<file path="src/design/level_detect_consts.vh">
/*
 register offsets, field positions, reset values and encodings for the
 level detect and interrupt routing block. assumes plain verilog-2005 includes.
*/
`ifndef LEVEL_DETECT_CONSTS_VH
`define LEVEL_DETECT_CONSTS_VH

// ****************************************
// register offsets
// ****************************************
`define ADDR_MODE_CONTROL 8'h16
`define ADDR_DETECT_CONTROL_ONE 8'h18
`define ADDR_DETECT_CONTROL_TWO 8'h19
`define ADDR_LEVEL_THRESHOLD 8'h1a

// ****************************************
// field positions
// ****************************************
`define MC_DATA_READY_PIN_CTRL 6
`define C1_IRQ_PIN_SWAP 0
`define C1_IRQ_SRC_LO 1
`define C1_IRQ_SRC_HI 2
`define C1_AXIS_X_DISABLE 3
`define C1_AXIS_Y_DISABLE 4
`define C1_AXIS_Z_DISABLE 5
`define C1_COMPARE_TYPE_SELECT 6
`define C2_LEVEL_COMBINE_LOGIC 0
`define C2_PULSE_COMBINE_LOGIC 1
`define C2_DRIVE_STRENGTH_CTRL 2
`define C2_WRITE_MASK 8'h07

// ****************************************
// reset values
// ****************************************
`define RST_MODE_CONTROL 8'h00
`define RST_DETECT_CONTROL_ONE 8'h00
`define RST_DETECT_CONTROL_TWO 8'h00
`define RST_LEVEL_THRESHOLD 8'h00

// ****************************************
// interrupt source encodings
// ****************************************
`define SRC_LEVEL_PULSE 2'h0
`define SRC_PULSE_LEVEL 2'h1
`define SRC_SINGLE_PULSE 2'h2

`endif

</file>
<file path="src/design/axis_level_compare.v">
/*
 one axis threshold comparator: reports above and below threshold for a signed
 8-bit sample at 16 counts per g. assumes sample and threshold share the scale.
*/
`timescale 1ns/1ns
module axis_level_compare (
	input wire [7:0] sample,
	input wire [7:0] threshold,
	input wire signed_mode,
	output wire above,
	output wire below
);

	// ****************************************
	// magnitude helper
	// ****************************************
	function [8:0] magnitude;
		input [7:0] v;
		begin
			if (v[7]) begin
				magnitude = 9'h100 - {1'b0, v};
			end else begin
				magnitude = {1'b0, v};
			end
		end
	endfunction

	wire signed [8:0] s_sample;
	wire signed [8:0] s_thresh;
	wire [8:0] m_sample;
	wire [8:0] m_thresh;

	// threshold byte is two's complement [RQ14]
	assign s_sample = {sample[7], sample};
	assign s_thresh = {threshold[7], threshold};
	assign m_sample = magnitude(sample);
	assign m_thresh = magnitude(threshold);

	// absolute vs signed comparison [RQ10]
	assign above = signed_mode ? (s_sample > s_thresh) : (m_sample > m_thresh);
	assign below = signed_mode ? (s_sample < s_thresh) : (m_sample < m_thresh);

endmodule // axis_level_compare

</file>
<file path="src/design/irq_pin_router.v">
/*
 maps two interrupt register bits and sample ready onto the two interrupt pins.
 assumes inputs are registered in the same clock domain.
*/
`timescale 1ns/1ns
module irq_pin_router (
	input wire irq_reg_a,
	input wire irq_reg_b,
	input wire sample_ready,
	input wire irq_pin_swap,
	input wire data_ready_pin_ctrl,
	output wire pin_a,
	output wire pin_b
);

	wire mapped_a;

	// straight or crossed mapping [RQ5] [RQ6]
	assign mapped_a = irq_pin_swap ? irq_reg_b : irq_reg_a;
	assign pin_b = irq_pin_swap ? irq_reg_a : irq_reg_b;
	// first pin may carry data ready instead [RQ4]
	assign pin_a = data_ready_pin_ctrl ? sample_ready : mapped_a;

endmodule // irq_pin_router

</file>
<file path="src/design/level_detect_irq_routing.v">
/*
 level detection and interrupt routing for a three-axis accelerometer.
 registers are written and read through a simple byte register port that the
 serial interface front end drives in this clock domain; samples, pulse
 detector flags and sample ready also come from logic on the same clock.
*/
// What this block does
// (RQ1) select 00: register a level, register b pulse
// (RQ2) select 01: register a pulse, register b level
// (RQ3) select 10: register a single pulse, b pulse
// (RQ4) mode bit 6 puts sample ready on pin a
// (RQ5) swap clear: register a to pin a
// (RQ6) swap set: pins carry crossed registers
// (RQ7) level check per sample, no timers
// (RQ8) motion or freefall chosen by combine logic
// (RQ9) control two bit 0: OR or AND
// (RQ10) control one bit 6: absolute or signed
// (RQ11) control one bits 3..5 gate x,y,z
// (RQ12) threshold byte register at 0x1a
// (RQ13) threshold scale sixteen counts per g
// (RQ14) threshold is two's complement byte
// (RQ15) axis bit zero enables, one disables
// (RQ16) OR: any above; AND: all below
// (RQ17) host uses read-modify-write on control bits
`timescale 1ns/1ns
`include "level_detect_consts.vh"
module level_detect_irq_routing (
	input wire clk,
	input wire rst_b,
	input wire [7:0] reg_addr,
	input wire [7:0] reg_wdata,
	input wire reg_write,
	input wire reg_read,
	output reg [7:0] reg_rdata,
	input wire [7:0] sample_x,
	input wire [7:0] sample_y,
	input wire [7:0] sample_z,
	input wire sample_valid,
	input wire sample_ready,
	input wire pulse_event,
	input wire single_pulse_event,
	input wire irq_clear,
	output wire irq_line_a,
	output wire irq_line_b,
	output wire level_event,
	output wire drive_strength_ctrl,
	output wire pulse_combine_logic
);

	// ****************************************
	// register file
	// ****************************************
	reg [7:0] mode_control;
	reg [7:0] detect_control_one;
	reg [7:0] detect_control_two;
	reg [7:0] level_threshold;

	// fields are written whole; partial updates are the host's job [RQ17]
	always @(posedge clk) begin
		if (!rst_b) begin
			mode_control <= `RST_MODE_CONTROL;
			detect_control_one <= `RST_DETECT_CONTROL_ONE;
			detect_control_two <= `RST_DETECT_CONTROL_TWO;
			level_threshold <= `RST_LEVEL_THRESHOLD;
		end else if (reg_write) begin
			case (reg_addr)
				`ADDR_MODE_CONTROL: begin
					mode_control <= reg_wdata;
				end
				`ADDR_DETECT_CONTROL_ONE: begin
					detect_control_one <= reg_wdata;
				end
				`ADDR_DETECT_CONTROL_TWO: begin
					// upper bits reserved, held at zero
					detect_control_two <= reg_wdata & `C2_WRITE_MASK;
				end
				`ADDR_LEVEL_THRESHOLD: begin
					level_threshold <= reg_wdata; // [RQ12]
				end
				default: begin
				end
			endcase
		end
	end

	// ****************************************
	// register read
	// ****************************************
	reg [7:0] next_rdata;

	always @* begin
		case (reg_addr)
			`ADDR_MODE_CONTROL: next_rdata = mode_control;
			`ADDR_DETECT_CONTROL_ONE: next_rdata = detect_control_one;
			`ADDR_DETECT_CONTROL_TWO: next_rdata = detect_control_two;
			`ADDR_LEVEL_THRESHOLD: next_rdata = level_threshold;
			default: next_rdata = 8'h00;
		endcase
	end

	// read data lands one clock after the read strobe
	always @(posedge clk) begin
		if (!rst_b) begin
			reg_rdata <= 8'h00;
		end else if (reg_read) begin
			reg_rdata <= next_rdata;
		end
	end

	// ****************************************
	// field decode
	// ****************************************
	wire signed_mode;
	wire and_logic;
	wire [2:0] axis_enable;
	wire [1:0] irq_source_select;

	assign signed_mode = detect_control_one[`C1_COMPARE_TYPE_SELECT]; // [RQ10]
	assign and_logic = detect_control_two[`C2_LEVEL_COMBINE_LOGIC]; // [RQ9]
	// disable bits are active high, so enable is their inverse [RQ11] [RQ15]
	assign axis_enable[0] = ~detect_control_one[`C1_AXIS_X_DISABLE];
	assign axis_enable[1] = ~detect_control_one[`C1_AXIS_Y_DISABLE];
	assign axis_enable[2] = ~detect_control_one[`C1_AXIS_Z_DISABLE];
	assign irq_source_select = detect_control_one[`C1_IRQ_SRC_HI:`C1_IRQ_SRC_LO];
	assign drive_strength_ctrl = detect_control_two[`C2_DRIVE_STRENGTH_CTRL];
	assign pulse_combine_logic = detect_control_two[`C2_PULSE_COMBINE_LOGIC];

	// ****************************************
	// per-axis comparison
	// ****************************************
	wire [2:0] above;
	wire [2:0] below;

	// samples and threshold both at 16 counts per g [RQ13]
	axis_level_compare cmp_x (
		.sample(sample_x),
		.threshold(level_threshold),
		.signed_mode(signed_mode),
		.above(above[0]),
		.below(below[0])
	);

	axis_level_compare cmp_y (
		.sample(sample_y),
		.threshold(level_threshold),
		.signed_mode(signed_mode),
		.above(above[1]),
		.below(below[1])
	);

	axis_level_compare cmp_z (
		.sample(sample_z),
		.threshold(level_threshold),
		.signed_mode(signed_mode),
		.above(above[2]),
		.below(below[2])
	);

	// ****************************************
	// combination logic
	// ****************************************
	wire any_above;
	wire all_below;
	wire level_hit;

	// disabled axes drop out of OR and pass through AND
	assign any_above = |(above & axis_enable);
	assign all_below = &(below | ~axis_enable);
	// with every axis disabled the AND case is forced quiet
	assign level_hit = and_logic ? (all_below & (|axis_enable)) : any_above; // [RQ16] [RQ8]

	// ****************************************
	// interrupt registers
	// ****************************************
	reg level_flag;
	reg irq_reg_a;
	reg irq_reg_b;
	reg next_irq_a;
	reg next_irq_b;
	wire level_set;

	// qualified only by a new sample, no duration or latency [RQ7]
	assign level_set = sample_valid & level_hit;
	assign level_event = level_flag;

	always @* begin
		case (irq_source_select)
			`SRC_PULSE_LEVEL: begin
				next_irq_a = pulse_event; // [RQ2]
				next_irq_b = level_set;
			end
			`SRC_SINGLE_PULSE: begin
				next_irq_a = single_pulse_event; // [RQ3]
				next_irq_b = pulse_event;
			end
			default: begin
				// 11 is undefined; treated like 00
				next_irq_a = level_set; // [RQ1]
				next_irq_b = pulse_event;
			end
		endcase
	end

	// sticky; a new event in the clear cycle wins over the clear
	always @(posedge clk) begin
		if (!rst_b) begin
			level_flag <= 1'b0;
			irq_reg_a <= 1'b0;
			irq_reg_b <= 1'b0;
		end else begin
			level_flag <= level_set | (level_flag & ~irq_clear);
			irq_reg_a <= next_irq_a | (irq_reg_a & ~irq_clear);
			irq_reg_b <= next_irq_b | (irq_reg_b & ~irq_clear);
		end
	end

	// ****************************************
	// pin routing
	// ****************************************
	irq_pin_router router (
		.irq_reg_a(irq_reg_a),
		.irq_reg_b(irq_reg_b),
		.sample_ready(sample_ready),
		.irq_pin_swap(detect_control_one[`C1_IRQ_PIN_SWAP]),
		.data_ready_pin_ctrl(mode_control[`MC_DATA_READY_PIN_CTRL]),
		.pin_a(irq_line_a),
		.pin_b(irq_line_b)
	);

endmodule // level_detect_irq_routing

</file>
<file path="config.mk">
export PLATFORM = sky130hd
export DESIGN_NAME = level_detect_irq_routing
export DESIGN_NICKNAME = d
export VERILOG_FILES = /design/src/design/axis_level_compare.v /design/src/design/irq_pin_router.v /design/src/design/level_detect_irq_routing.v
export VERILOG_INCLUDE_DIRS = /design/src /design/src/design
export SDC_FILE = /design/constraint.sdc
export NUM_CORES = 1
export LEC_CHECK = 0
export ABC_AREA = 1
export BUFFER_PORTS_ARGS = -buffer_cell sky130_fd_sc_hd__buf_2
export CAP_MARGIN = 0
export CORE_UTILIZATION = 59
export DETAILED_ROUTE_END_ITERATION = 6
export PLACE_DENSITY = 0.92
export SYNTH_ARGS = -nofsm -noshare
export SYNTH_HDL_FRONTEND = slang
export SYNTH_SLANG_ARGS = --single-unit
</file>
<file path="constraint.sdc">
create_clock -name clk -period 7.4 [get_ports clk]
set_clock_uncertainty 0.15 [all_clocks]
set_input_delay 1.85 -clock clk [delete_from_list [all_inputs] [get_ports clk]]
set_output_delay 1.85 -clock clk [all_outputs]
set_load 0.02 [all_outputs]
</file>
After elaboration in Yosys (flattened, before gate mapping)
Cells that the tools add are included.

word-level totals
  memories kept = 0
  RAM bits = 0
  latch bits = 0
  output and inout port bits = 13
  input bits = 49
  bits in registers = 38
  bits in read-only memories = 0
  word-level logic and storage cells = 69

operators by class
  div/mod/pow operators = 0
  $mul = 0
  muxes and demuxes = 17
  reduce and logical (&&, ||, !) cells = 7
  $add $sub $neg = 4
  shift-type cells = 0
  magnitude comparators = 12
  equal/unequal tests = 6
  bitwise gates (word level) = 15

operator list
  operator             count
  $mux 9               4
  $sub 9x8->9 const A  4
  $eq 8x5->1 const B   4
  $pmux 8 s4           1
  $gt 9x9->1           3
  $lt 9x9->1           3
  $gt 8x8->1           3
  $lt 8x8->1           3
  $mux 1               11
  $reduce_and 2->1     4
  $reduce_or 3->1      2
  $and 1x1->1          5
  $not 1->1            4
  $and 3x3->3          1
  $not 3->3            1
  $or 1x1->1           3
  $or 3x3->3           1
  $reduce_and 3->1     1
  $eq 2x1->1 const B   1
  $eq 2x2->1 const B   1
  $pmux 1 s2           1

Longest topological paths before layout
Gate-level depths: netlist of run 1.

  depth in word-level cells = 11
  depth in mapped cells = 19
  depth with buffers taken out = 19

By module
A second synthesis of run 1 with hierarchy kept.

second synthesis, totals
  cells, all modules = 657
  area total of the unflattened synthesis = 4226.6 µm²

modules (own cells, without submodules)
  module                           area an instance (µm²)  cells an instance  sequential area each (µm²)  times used
  level_detect_irq_routing         1875.5                  248                760.7                       1
  axis_level_compare at cmp_x ...  773.2                   133                0.0                         2
  axis_level_compare at cmp_y      760.7                   132                0.0                         1
  irq_pin_router                   43.8                    11                 0.0                         1

Worst setup path before layout of run 1
OpenSTA, ideal clock, no wires.

  path kind = input port to output port
  from = input sample_ready
  to = output irq_line_a
  setup slack = 3.181 ns
  data arrival time = 2.219 ns
  stages on the path = 2
  data required time = 5.400 ns
  buffers on the path = 0
  path through = nor2_1 > a21oi_1

on the way
  cells in the longest elaborated chain, start to end = 1

ends and longest elaborated chain
  what         RTL line                       source
  from (decl)  level_detect_irq_routing.v:39  input wire sample_ready,
  $mux 1       irq_pin_router.v:22            assign pin_a = data_ready_pin_ctrl ? sample_ready : mapped_a;
  to (decl)    level_detect_irq_routing.v:43  output wire irq_line_a,

No other way between the ends.

Worst setup path after layout of run 1
Ends and elaborated chain as after synthesis.

==> results of run 1 <==
[metrics by stage]
stage / setup slack [ns] / hold slack, ns / power [mW] / util [%]
floorplan: 3.18 / 0.280 / 0.291 / -
global placement: 3.17 / 0.291 / 0.326 / 68.9
detailed placement: 3.16 / 0.305 / 0.331 / 68.9
CTS: 3.17 / 0.316 / 0.472 / 70.6
global route: 3.12 / 0.344 / 0.503 / 70.6
finish: 3.16 / 0.316 / 0.476 / 70.6
[power by group]
group | internal [mW] | total (mW) | switching (mW)
Combinational | 0.0488 | 0.123 | 0.0738
Sequential | 0.206 | 0.207 | 0.00109
Clock | 0.0748 | 0.146 | 0.0712
[metal layers]
metal / vias up / global-route usage, % / part of all wire, %
met3: 49 / 4.53 / 8.2
met1: 1695 / 39.9 / 42
li1: 1906 / - / -
met2: 207 / 53.4 / 46
met4: 0 / 13.0 / 3.9
met5: - / 0 / 0
[state kept, by name (all words and copies together) (netlist names)]
register,cells
detect_control_one,8
irq_reg_b,1
detect_control_two,3
reg_rdata,8
mode_control,8
level_event,1
irq_reg_a,1
level_threshold,8
[how the worst min path moves through the flow]
| stage | from | to |
|---|---|---|
| after global placement | mode_control[1] | mode_control[1] |
| after CTS | mode_control[1] | mode_control[1] |
| final | mode_control[7] | mode_control[7] |
| after detailed placement | mode_control[1] | mode_control[1] |
| after global routing | mode_control[0] | mode_control[0] |
| after floorplan | detect_control_one[7] | detect_control_one[7] |
[logic make-up after synthesis]
group | synth area share [%]
and+or+nand+nor | 26.9
other | 0.218
adders and majority gates | 17.4
xor gates and xnor gates | 3.30
buffers and inverters | 8.81
DFF | 22.0
AOI/OAI and AO/OA | 21.3
[area by class of cell]
cell class | instances | share of cell area [%]
clock inverter | 2 | 0.318
tap | 72 | 2.29
multi-input combinational | 409 | 61.0
sequential | 38 | 19.3
timing repair buffer | 61 | 7.76
clock buffer | 6 | 2.10
inverter | 75 | 7.15
[worst max-delay path, stage by stage]
cell,delay [ns]
sky130_fd_sc_hd__buf_2,0.08
sky130_fd_sc_hd__nor2_1,0.03
sky130_fd_sc_hd__a21oi_1,0.10
sky130_fd_sc_hd__buf_2,0.17
[layout by cell type (no fill, tap or decap), types with 9 or more instances in the layout]
cell / synthesis / layout
sky130_fd_sc_hd__nand2_1: 98 / 98
sky130_fd_sc_hd__a21oi_1: 70 / 70
sky130_fd_sc_hd__nor2_1: 39 / 39
sky130_fd_sc_hd__dfxtp_1: 38 / 38
sky130_fd_sc_hd__o21ai_1: 9 / 9
sky130_fd_sc_hd__nand3_1: 26 / 26
sky130_fd_sc_hd__inv_1: 68 / 68
sky130_fd_sc_hd__buf_2: 0 / 61
sky130_fd_sc_hd__ha_1: 48 / 48
sky130_fd_sc_hd__xor2_1: 10 / 10
sky130_fd_sc_hd__o21ai_0: 42 / 42
sky130_fd_sc_hd__nor3_1: 9 / 9
==> metrics.txt, run 1 <==
# TYPE chip_impl_metric gauge
chip_impl_info{name="synth.largest_area_cell",value="sky130_fd_sc_hd__dfxtp_1"} 1
chip_impl_metric{name="vias",unit=""} 3857
chip_impl_metric{name="die_width",unit="um"} 78.5
chip_impl_metric{name="synth_edf_count",unit=""} 0
chip_impl_metric{name="multiInputGateArea",unit="um^2"} 2400
chip_impl_metric{name="post_cts.resized_instances",unit=""} 0
chip_impl_metric{name="cts_made_buffers",unit=""} 5
chip_impl_metric{name="postCtsSetupBuffers",unit=""} 0
chip_impl_info{name="tritoncts_clock_tree",value="built"} 1
chip_impl_metric{name="die_area",unit="um^2"} 6160
chip_impl_metric{name="layout_worst_path_cycle_share",unit="%"} 57.2
chip_impl_info{name="clock_tree.root_cell",value="sky130_fd_sc_hd__clkbuf_8"} 1
chip_impl_metric{name="grt_usage",unit="%"} 31.5
chip_impl_info{name="crit_path_start_kind",value="primary input"} 1
chip_impl_metric{name="initial_utilization",unit="%"} 61.9
chip_impl_metric{name="regToRegSetupSlack",unit="ns"} 4.26
chip_impl_metric{name="ys_async_sr_fraction",unit="%"} 0
chip_impl_metric{name="period_minus_slack",unit="ns"} 4.24
chip_impl_metric{name="grt_antenna_before_repair",unit=""} 0
chip_impl_metric{name="clk_latency",unit="ns"} 0.28
chip_impl_metric{name="flow.area_growth_from_synthesis",unit="%"} 14.0
chip_impl_metric{name="slew_headroom",unit="%"} 53.3
chip_impl_metric{name="critical_path_required",unit="ns"} 5.40
chip_impl_metric{name="io_pins",unit=""} 62
chip_impl_info{name="class_of_the_worst_hold_path",value="flop to flop"} 1
chip_impl_metric{name="leakagePower",unit="nW"} 1.84
chip_impl_info{name="worstSetupPathType",value="primary input to output port"} 1
chip_impl_metric{name="finalSetupTns",unit="ns"} 0
chip_impl_metric{name="antennaDiodeCount",unit=""} 0
chip_impl_metric{name="dp_cells",unit=""} 655
chip_impl_metric{name="place_hpwl",unit="mm"} 7.28
chip_impl_metric{name="regArea",unit="um^2"} 761
chip_impl_metric{name="slew_viol_final",unit=""} 0
chip_impl_info{name="synthTopCellsByArea",value="sky130_fd_sc_hd__dfxtp_1, sky130_fd_sc_hd__ha_1, sky130_fd_sc_hd__nand2_1, sky130_fd_sc_hd__a21oi_1, sky130_fd_sc_hd__inv_1"} 1
chip_impl_metric{name="route.detailed.vias_per_inst",unit=""} 5.82
chip_impl_metric{name="timing.final.setup_violations",unit=""} 0
chip_impl_metric{name="post_synth_instance_area",unit="um^2"} 3450
chip_impl_metric{name="clk_sink_count",unit=""} 38
chip_impl_metric{name="place.port_buffers",unit=""} 61
chip_impl_info{name="critPathLaunch",value="sample_ready"} 1
chip_impl_metric{name="hold_bufs_inserted_after_cts",unit=""} 0
chip_impl_info{name="worstReg2RegEnd",value="irq_reg_b"} 1
chip_impl_metric{name="nets",unit=""} 687
chip_impl_metric{name="sequential_to_total_area_share_from_yosys_stat",unit="%"} 22.0
chip_impl_metric{name="worst-path-max-fanout",unit=""} 1
chip_impl_info{name="timing.rr.start",value="level_threshold[0]"} 1
chip_impl_metric{name="fmaxAchievable",unit="MHz"} 236
chip_impl_metric{name="core",unit="um^2"} 5570
chip_impl_info{name="worst_setup_path_endpoint",value="irq_line_a"} 1
chip_impl_metric{name="dr.pass1.iters",unit=""} 6
chip_impl_metric{name="number_of_unique_standard_cell_types_used_by_synthesis",unit=""} 33
chip_impl_metric{name="tightestPinTransition",unit="ns"} 0.693
chip_impl_metric{name="cellPowerDensity",unit="nW/um^2"} 121
chip_impl_metric{name="min_delay_path_depth",unit=""} 2
chip_impl_metric{name="avgSynthCellArea",unit="um^2"} 6.59
chip_impl_metric{name="clkTransAtPathRegs",unit="ns"} 0.07
chip_impl_metric{name="timing.final.hold_violations",unit=""} 0
chip_impl_metric{name="synthDominantCellAreaShare",unit="%"} 22.0
chip_impl_metric{name="arrival",unit="ns"} 2.24
chip_impl_metric{name="max-cap-violations",unit=""} 0
chip_impl_info{name="worst_setup_path_end_kind",value="output port"} 1
chip_impl_info{name="run_status",value="complete, no violations"} 1
chip_impl_metric{name="post-route-cell-area",unit="um^2"} 3940
chip_impl_metric{name="layout-drive-gt1-share",unit="%"} 15.6
chip_impl_metric{name="cts-htree-levels",unit=""} 2
chip_impl_metric{name="grt_start_max_net_pins",unit=""} 26
chip_impl_metric{name="detailed_place.area",unit="um^2"} 3840
chip_impl_metric{name="drtAntennaViolNets",unit=""} 0
chip_impl_metric{name="placementRows",unit=""} 27
chip_impl_metric{name="clk_path_buf_depth",unit=""} 2
chip_impl_metric{name="grt_pass1_wl",unit="mm"} 15.6
chip_impl_info{name="synth.cells.most_frequent",value="sky130_fd_sc_hd__nand2_1, sky130_fd_sc_hd__a21oi_1, sky130_fd_sc_hd__inv_1"} 1
chip_impl_metric{name="final_cell_count_no_fill",unit=""} 663
chip_impl_metric{name="yosysWarningCount",unit=""} 0
chip_impl_metric{name="violation_count_after_the_first_detailed_route_iteration",unit=""} 382
chip_impl_metric{name="die_h",unit="um"} 78.5
chip_impl_metric{name="via_count_of_the_first_global_routing_pass",unit=""} 3490
chip_impl_info{name="rsz0062_at_grt",value="false"} 1
chip_impl_metric{name="routed_wire_length_per_instance",unit="um"} 14.2
chip_impl_info{name="synthFlopType",value="sky130_fd_sc_hd__dfxtp_1"} 1
chip_impl_metric{name="drt-total-wl",unit="mm"} 9.41
chip_impl_metric{name="place_congestion",unit=""} 0.908
chip_impl_info{name="yosys.cell_count.top_type",value="sky130_fd_sc_hd__nand2_1"} 1
chip_impl_metric{name="netlist_instances",unit=""} 524
chip_impl_metric{name="yosys_register_bits",unit=""} 38
chip_impl_metric{name="worst_r2r_path_depth",unit=""} 16
chip_impl_metric{name="route.detailed.drc",unit=""} 0
chip_impl_metric{name="power.ir.vdd_worst",unit="V"} 0.000144
chip_impl_metric{name="gr-total-overflow",unit=""} 0
chip_impl_metric{name="fillers",unit=""} 473
(Power assumes the default switching activity.)
==> run 2: changes to the inputs <==
--- a/config.mk
+++ b/config.mk
@@ -9,9 +9,9 @@
 export ABC_AREA = 1
 export BUFFER_PORTS_ARGS = -buffer_cell sky130_fd_sc_hd__buf_2
 export CAP_MARGIN = 0
-export CORE_UTILIZATION = 59
+export CORE_UTILIZATION = 52
 export DETAILED_ROUTE_END_ITERATION = 6
-export PLACE_DENSITY = 0.92
+export PLACE_DENSITY = 0.86
 export SYNTH_ARGS = -nofsm -noshare
 export SYNTH_HDL_FRONTEND = slang
 export SYNTH_SLANG_ARGS = --single-unit
==> constraint.sdc (replaced) <==
create_clock -name clk -period 3.6 [get_ports clk]
set_clock_uncertainty 0.15 [all_clocks]
set_input_delay 0.9 -clock clk [delete_from_list [all_inputs] [get_ports clk]]
set_output_delay 0.9 -clock clk [all_outputs]
set_load 0.02 [all_outputs]
==> run 2 against run 1 <==
- worst setup slack worse by 2.8 ns
- clock power increased to 3.0 times the previous value
- power is 130% higher
- global-route usage is 4.1 points lower
- via count shrank 0.29%
- combinational power rose by 100%
- routed wire length increased by 1.5%
- die area grew 13%
- worst hold slack barely moved
- count of clock-buffer cells in the layout down 1
- largest power group is now clock
==> metrics.txt, run 2 (synthesis results as in run 1) <==
# TYPE chip_impl_metric gauge
chip_impl_metric{name="nets",unit=""} 687
chip_impl_info{name="critPathLaunch",value="level_threshold[0]"} 1
chip_impl_metric{name="regToRegSetupSlack",unit="ns"} 0.33
chip_impl_metric{name="route.detailed.vias_per_inst",unit=""} 5.76
chip_impl_metric{name="seq_power_share",unit="%"} 38.3
chip_impl_metric{name="grt_start_max_net_pins",unit=""} 26
chip_impl_metric{name="clkTransAtPathRegs",unit="ns"} 0.08
chip_impl_metric{name="grt_usage",unit="%"} 27.4
chip_impl_metric{name="dr.pass1.iters",unit=""} 5
chip_impl_metric{name="holdWs",unit="ns"} 0.315
chip_impl_info{name="critical_path.slowest_cell",value="sky130_fd_sc_hd__o21ai_0"} 1
chip_impl_metric{name="via_count_of_the_first_global_routing_pass",unit=""} 3587
chip_impl_metric{name="vias",unit=""} 3846
chip_impl_info{name="clock_tree.root_cell",value="sky130_fd_sc_hd__clkbuf_8"} 1
chip_impl_metric{name="max-cap-violations",unit=""} 0
chip_impl_metric{name="initial_utilization",unit="%"} 54.1
chip_impl_metric{name="io_pins",unit=""} 62
chip_impl_metric{name="grt_pass1_wl",unit="mm"} 15.7
chip_impl_metric{name="postCtsSetupBuffers",unit=""} 0
chip_impl_metric{name="finalSetupTns",unit="ns"} 0
chip_impl_info{name="run_status",value="complete, no violations"} 1
chip_impl_metric{name="clk_sink_count",unit=""} 38
chip_impl_metric{name="drt-total-wl",unit="mm"} 9.55
chip_impl_metric{name="switching_share",unit="%"} 27.9
chip_impl_info{name="rsz0062_at_grt",value="false"} 1
chip_impl_metric{name="arrival",unit="ns"} 3.29
chip_impl_metric{name="timing.final.setup_violations",unit=""} 0
chip_impl_info{name="tritoncts_clock_tree",value="built"} 1
chip_impl_metric{name="place_hpwl",unit="mm"} 7.33
chip_impl_info{name="layout_commonest_cell",value="sky130_fd_sc_hd__nand2_1"} 1
chip_impl_metric{name="slew_viol_final",unit=""} 0
chip_impl_metric{name="core",unit="um^2"} 6390
chip_impl_metric{name="route.met3.wl",unit="um"} 651
chip_impl_metric{name="power_switching",unit="mW"} 0.311
chip_impl_metric{name="die_h",unit="um"} 83.5
chip_impl_info{name="dr.max_layer_used",value="met4"} 1
chip_impl_metric{name="worst_r2r_path_depth",unit=""} 16
chip_impl_metric{name="grt_antenna_before_repair",unit=""} 0
chip_impl_metric{name="internal_portion_of_total_power",unit="mW"} 0.801
chip_impl_info{name="worst_setup_path_endpoint",value="irq_reg_b"} 1
chip_impl_metric{name="routed_wire_length_per_instance",unit="um"} 14.3
chip_impl_metric{name="flow.area_growth_from_synthesis",unit="%"} 15.4
chip_impl_info{name="worst_path_most_repeated_cell",value="sky130_fd_sc_hd__nand2_1"} 1
chip_impl_metric{name="cts-htree-levels",unit=""} 2
chip_impl_metric{name="critPathMaxStageDelay",unit="ns"} 0.62
chip_impl_metric{name="cts_made_buffers",unit=""} 5
chip_impl_metric{name="die_width",unit="um"} 83.5
chip_impl_metric{name="power.ir.vdd_worst",unit="V"} 0.000254
chip_impl_info{name="crit_path_start_kind",value="flop"} 1
chip_impl_metric{name="drtAntennaViolNets",unit=""} 0
chip_impl_metric{name="post_cts.resized_instances",unit=""} 0
chip_impl_metric{name="tightestPinTransition",unit="ns"} 0.756
chip_impl_metric{name="antennaDiodeCount",unit=""} 0
chip_impl_metric{name="m1_wl",unit="mm"} 4.11
chip_impl_metric{name="cellPowerDensity",unit="nW/um^2"} 279
chip_impl_metric{name="layout_worst_path_cycle_share",unit="%"} 91.0
chip_impl_metric{name="timing.final.hold_violations",unit=""} 0
chip_impl_metric{name="detailed_place.area",unit="um^2"} 3850
chip_impl_metric{name="place_congestion",unit=""} 0.888
chip_impl_metric{name="slew_headroom",unit="%"} 49.1
chip_impl_metric{name="clk_latency",unit="ns"} 0.30
chip_impl_metric{name="gr-total-overflow",unit=""} 0
chip_impl_info{name="final_cell_mix",value="sky130_fd_sc_hd__nand2_1, sky130_fd_sc_hd__a21oi_1, sky130_fd_sc_hd__inv_1"} 1
chip_impl_metric{name="post-route-cell-area",unit="um^2"} 3980
chip_impl_metric{name="worst-path-max-fanout",unit=""} 5
chip_impl_metric{name="hold_bufs_inserted_after_cts",unit=""} 0
chip_impl_metric{name="p_comb_share",unit="%"} 22.6
chip_impl_metric{name="met2WireLength",unit="mm"} 4.52
chip_impl_metric{name="route.detailed.drc",unit=""} 0
chip_impl_metric{name="clk_path_buf_depth",unit=""} 2
chip_impl_metric{name="placementRows",unit=""} 29
chip_impl_metric{name="critical_path_required",unit="ns"} 3.61
chip_impl_info{name="timing.rr.start",value="level_threshold[0]"} 1
chip_impl_metric{name="die_area",unit="um^2"} 6970
chip_impl_metric{name="leakagePower",unit="nW"} 1.86
chip_impl_info{name="timing.critical_path.cells",value="inv_1, ha_1, o21ai_0, ha_1, nand2_1, o21ai_0, a21oi_1, a21oi_1, nand2_1, nand2_1, nand3_1, nand2_1, nor2_1, nor2_2, nand3_1, a21oi_1"} 1
chip_impl_info{name="worstSetupPathType",value="flop to flop"} 1
chip_impl_metric{name="violation_count_after_the_first_detailed_route_iteration",unit=""} 227
chip_impl_metric{name="layout-drive-gt1-share",unit="%"} 15.6
chip_impl_metric{name="fmaxAchievable",unit="MHz"} 305
chip_impl_info{name="worst_setup_path_end_kind",value="flop"} 1
chip_impl_metric{name="period_minus_slack",unit="ns"} 3.27
chip_impl_metric{name="power.clock.fraction",unit="%"} 39.1
chip_impl_metric{name="place.port_buffers",unit=""} 61
chip_impl_info{name="class_of_the_worst_hold_path",value="flop to flop"} 1
chip_impl_info{name="worstReg2RegEnd",value="irq_reg_b"} 1
[run 2: cell type report]
cell class                      count  area, um^2
Multi-Input combinational cell    409        2400
Clock inverter                      3        68.8
Tap cell                           77        96.3
Fill cell                         565        2400
Sequential cell                    38         761
Inverter                           75         282
Timing Repair Buffer               61         305
Clock buffer                        5        68.8
[run 2: worst min path at each step]
stage,startpoint,to,slack (ns),depth (start not counted)
after floorplan,detect_control_one[7],detect_control_one[7],0.28,2
after global placement,mode_control[0],mode_control[0],0.29,2
after detailed placement,reg_rdata[4],reg_rdata[4],0.30,2
after CTS,reg_rdata[4],reg_rdata[4],0.31,2
after global routing,mode_control[5],mode_control[5],0.34,2
final,mode_control[5],mode_control[5],0.32,2
[run 2: stage by stage]
stage	utilization (%)	worst slack [ns]	instances	total power, mW
6_report	62.4	0.326	668	1.11
5_1_grt	62.4	0.176	668	1.16
4_1_cts	62.4	0.437	668	1.11
3_5_place_dp	60.2	0.282	660	0.681
3_3_place_gp	60.2	0.393	660	0.670
2_1_floorplan	-	0.622	528	0.599
[run 2: power by group through the flow]
stage / combinational, mW / sequential (mW) / clock (mW)
4_1_cts: 0.247 / 0.426 / 0.436
5_1_grt: 0.286 / 0.426 / 0.452
3_3_place_gp: 0.235 / 0.436 / 0
3_5_place_dp: 0.246 / 0.436 / 0
6_report: 0.251 / 0.426 / 0.434
2_1_floorplan: 0.163 / 0.436 / 0
[run 2: critical path: cells and delay by family, from the launching register on]
kind	cells	cell delay [ns]
buf+inv	1	0.15
compound gates	5	1.00
fa+ha+maj	2	0.68
flops	1	0.51
simple gates	8	0.66
[run 2: routing by layer]
metal,global-route usage (%),vias up
met5,0,-
met4,12.3,0
met3,3.26,33
met2,48.2,183
met1,33.5,1728
li1,-,1902
==> run 3: changes to the inputs <==
--- a/config.mk
+++ b/config.mk
@@ -11,7 +11,8 @@
 export CAP_MARGIN = 0
 export CORE_UTILIZATION = 52
 export DETAILED_ROUTE_END_ITERATION = 6
-export PLACE_DENSITY = 0.86
+export PLACE_DENSITY_LB_ADDON = 0.3
+export SETUP_SLACK_MARGIN = 0.4
 export SYNTH_ARGS = -nofsm -noshare
 export SYNTH_HDL_FRONTEND = slang
 export SYNTH_SLANG_ARGS = --single-unit
==> run 3 against run 2 <==
- first-iteration DRC count up 5.3%
- non-clock buffer count is 1 higher
- routed wire length fell by 2.1%
- critical path type is now primary input to flop
==> metrics.txt, run 3 (synthesis results as in run 1) <==
# TYPE chip_impl_metric gauge
chip_impl_info{name="run_status",value="complete, no violations"} 1
chip_impl_metric{name="die_width",unit="um"} 83.5
chip_impl_metric{name="final_cell_count_no_fill",unit=""} 669
chip_impl_metric{name="period_minus_slack",unit="ns"} 2.99
chip_impl_metric{name="cts_made_buffers",unit=""} 5
chip_impl_metric{name="layout_worst_path_cycle_share",unit="%"} 83.0
chip_impl_metric{name="place.port_buffers",unit=""} 61
chip_impl_metric{name="antennaDiodeCount",unit=""} 0
chip_impl_info{name="worstSetupPathType",value="primary input to flop"} 1
chip_impl_metric{name="clk_sink_count",unit=""} 38
chip_impl_metric{name="finalPower",unit="mW"} 0.978
chip_impl_metric{name="gr-total-overflow",unit=""} 0
chip_impl_metric{name="grt_start_max_net_pins",unit=""} 26
chip_impl_metric{name="layout-drive-gt1-share",unit="%"} 16.2
chip_impl_metric{name="cts-htree-levels",unit=""} 2
chip_impl_info{name="crit_path_start_kind",value="primary input"} 1
chip_impl_metric{name="io_pins",unit=""} 62
chip_impl_metric{name="route.detailed.vias_per_inst",unit=""} 5.60
chip_impl_metric{name="initial_utilization",unit="%"} 54.1
chip_impl_metric{name="leakagePower",unit="nW"} 1.85
chip_impl_metric{name="cellPowerDensity",unit="nW/um^2"} 247
chip_impl_metric{name="fillers",unit=""} 595
chip_impl_metric{name="tightestPinTransition",unit="ns"} 0.595
chip_impl_metric{name="post_cts.resized_instances",unit=""} 0
chip_impl_metric{name="worst-path-max-fanout",unit=""} 3
chip_impl_info{name="worst_setup_path_end_kind",value="flop"} 1
chip_impl_metric{name="slew_headroom",unit="%"} 60.2
chip_impl_metric{name="max-cap-violations",unit=""} 0
chip_impl_metric{name="arrival",unit="ns"} 3.05
chip_impl_metric{name="route.detailed.drc",unit=""} 0
chip_impl_metric{name="regToRegSetupSlack",unit="ns"} 0.69
chip_impl_metric{name="die_area",unit="um^2"} 6970
chip_impl_metric{name="timing.final.setup_violations",unit=""} 0
chip_impl_metric{name="vias",unit=""} 3746
chip_impl_info{name="final_cell_mix",value="sky130_fd_sc_hd__nand2_1, sky130_fd_sc_hd__a21oi_1, sky130_fd_sc_hd__inv_1"} 1
chip_impl_metric{name="fmaxAchievable",unit="MHz"} 335
chip_impl_info{name="tritoncts_clock_tree",value="built"} 1
chip_impl_metric{name="grt_antenna_before_repair",unit=""} 0
chip_impl_info{name="clock_tree.root_cell",value="sky130_fd_sc_hd__clkbuf_8"} 1
chip_impl_metric{name="dp_cells",unit=""} 661
chip_impl_metric{name="placementRows",unit=""} 29
chip_impl_metric{name="place_congestion",unit=""} 0.916
chip_impl_metric{name="drt-total-wl",unit="mm"} 9.35
chip_impl_metric{name="via_count_of_the_first_global_routing_pass",unit=""} 3542
chip_impl_metric{name="die_h",unit="um"} 83.5
chip_impl_metric{name="core",unit="um^2"} 6390
chip_impl_metric{name="clk_latency",unit="ns"} 0.29
chip_impl_metric{name="timing.final.hold_violations",unit=""} 0
chip_impl_metric{name="nets",unit=""} 688
chip_impl_metric{name="fin_util",unit="%"} 62.0
chip_impl_metric{name="routed_wire_length_per_instance",unit="um"} 14.0
chip_impl_metric{name="grt_pass1_wl",unit="mm"} 15.6
chip_impl_info{name="rsz0062_at_grt",value="false"} 1
chip_impl_metric{name="clkTransAtPathRegs",unit="ns"} 0.07
chip_impl_metric{name="violation_count_after_the_first_detailed_route_iteration",unit=""} 239
chip_impl_metric{name="finalSetupTns",unit="ns"} 0
chip_impl_info{name="class_of_the_worst_hold_path",value="flop to flop"} 1
chip_impl_metric{name="critical_path_required",unit="ns"} 3.66
chip_impl_info{name="layout_commonest_cell",value="sky130_fd_sc_hd__nand2_1"} 1
chip_impl_metric{name="hold_bufs_inserted_after_cts",unit=""} 0
chip_impl_metric{name="dr.pass1.iters",unit=""} 4
chip_impl_metric{name="grt_usage",unit="%"} 27.3
chip_impl_metric{name="drtAntennaViolNets",unit=""} 0
chip_impl_metric{name="clk_path_buf_depth",unit=""} 2
chip_impl_metric{name="postCtsSetupBuffers",unit=""} 0
chip_impl_metric{name="flow.area_growth_from_synthesis",unit="%"} 14.6
chip_impl_metric{name="place_hpwl",unit="mm"} 7.43
chip_impl_metric{name="power.ir.vdd_worst",unit="V"} 0.000243
chip_impl_metric{name="slew_viol_final",unit=""} 0
==> run 3: routing by layer <==
layer	up-vias	global-route usage (%)	wire length [um]
li1	1904	-	-
met1	1706	35.8	4130
met2	128	48.1	4570
met3	8	3.26	558
met4	0	6.32	90
met5	-	0	0
==> run 3: area by class of cell <==
type / count / area [um^2] / share of cell area (%)
clock buffers: 7 / 86.3 / 2.18
clock inverters: 1 / 5.00 / 0.126
inverters: 75 / 282 / 7.11
multi-input cells: 409 / 2410 / 61.0
flip-flops and latches: 38 / 762 / 19.3
well taps: 77 / 96.3 / 2.43
repair buffers: 62 / 313 / 7.90
==> run 3: report_power, final <==
part	leakage, nW	internal, mW	total (mW)	switching, mW
sequential	0.307	0.423	0.426	0.00237
clock	0.0482	0.155	0.300	0.145
combinational	1.49	0.101	0.252	0.151
total	1.85	0.679	0.978	0.299
==> run 3: path summary, 6_finish.rpt <==
kind              cells after the start               to          startpoint
setup / recovery                     18      level_event         sample_z[0]
hold reg to reg                       2  mode_control[5]     mode_control[5]
setup reg to reg                     17      level_event  level_threshold[1]
hold / removal                        2  mode_control[5]     mode_control[5]
==> run 3: critical path, cell delays in order <==
cell	delay [ns]
sky130_fd_sc_hd__buf_2	0.09
sky130_fd_sc_hd__inv_1	0.06
sky130_fd_sc_hd__ha_2	0.19
sky130_fd_sc_hd__or2_1	0.25
sky130_fd_sc_hd__xor2_1	0.15
sky130_fd_sc_hd__ha_1	0.30
sky130_fd_sc_hd__nand2_1	0.07
sky130_fd_sc_hd__o21ai_1	0.11
sky130_fd_sc_hd__a21oi_1	0.07
sky130_fd_sc_hd__a21oi_1	0.14
sky130_fd_sc_hd__nand2_1	0.06
sky130_fd_sc_hd__nand2_1	0.08
sky130_fd_sc_hd__nand3_1	0.08
sky130_fd_sc_hd__nand2_1	0.08
sky130_fd_sc_hd__nor2_2	0.05
sky130_fd_sc_hd__nor2_2	0.15
sky130_fd_sc_hd__nand2_1	0.08
sky130_fd_sc_hd__a21oi_1	0.14
==> run 3: through the flow <==
stage / area, um^2 / setup WS [ns] / hold slack, ns
2_1_floorplan: 3470 / 0.622 / 0.280
3_3_place_gp: 3850 / 0.402 / 0.290
3_5_place_dp: 3850 / 0.280 / 0.297
4_1_cts: 3950 / 0.582 / 0.306
5_1_grt: 3960 / 0.406 / 0.336
6_report: 3960 / 0.611 / 0.309
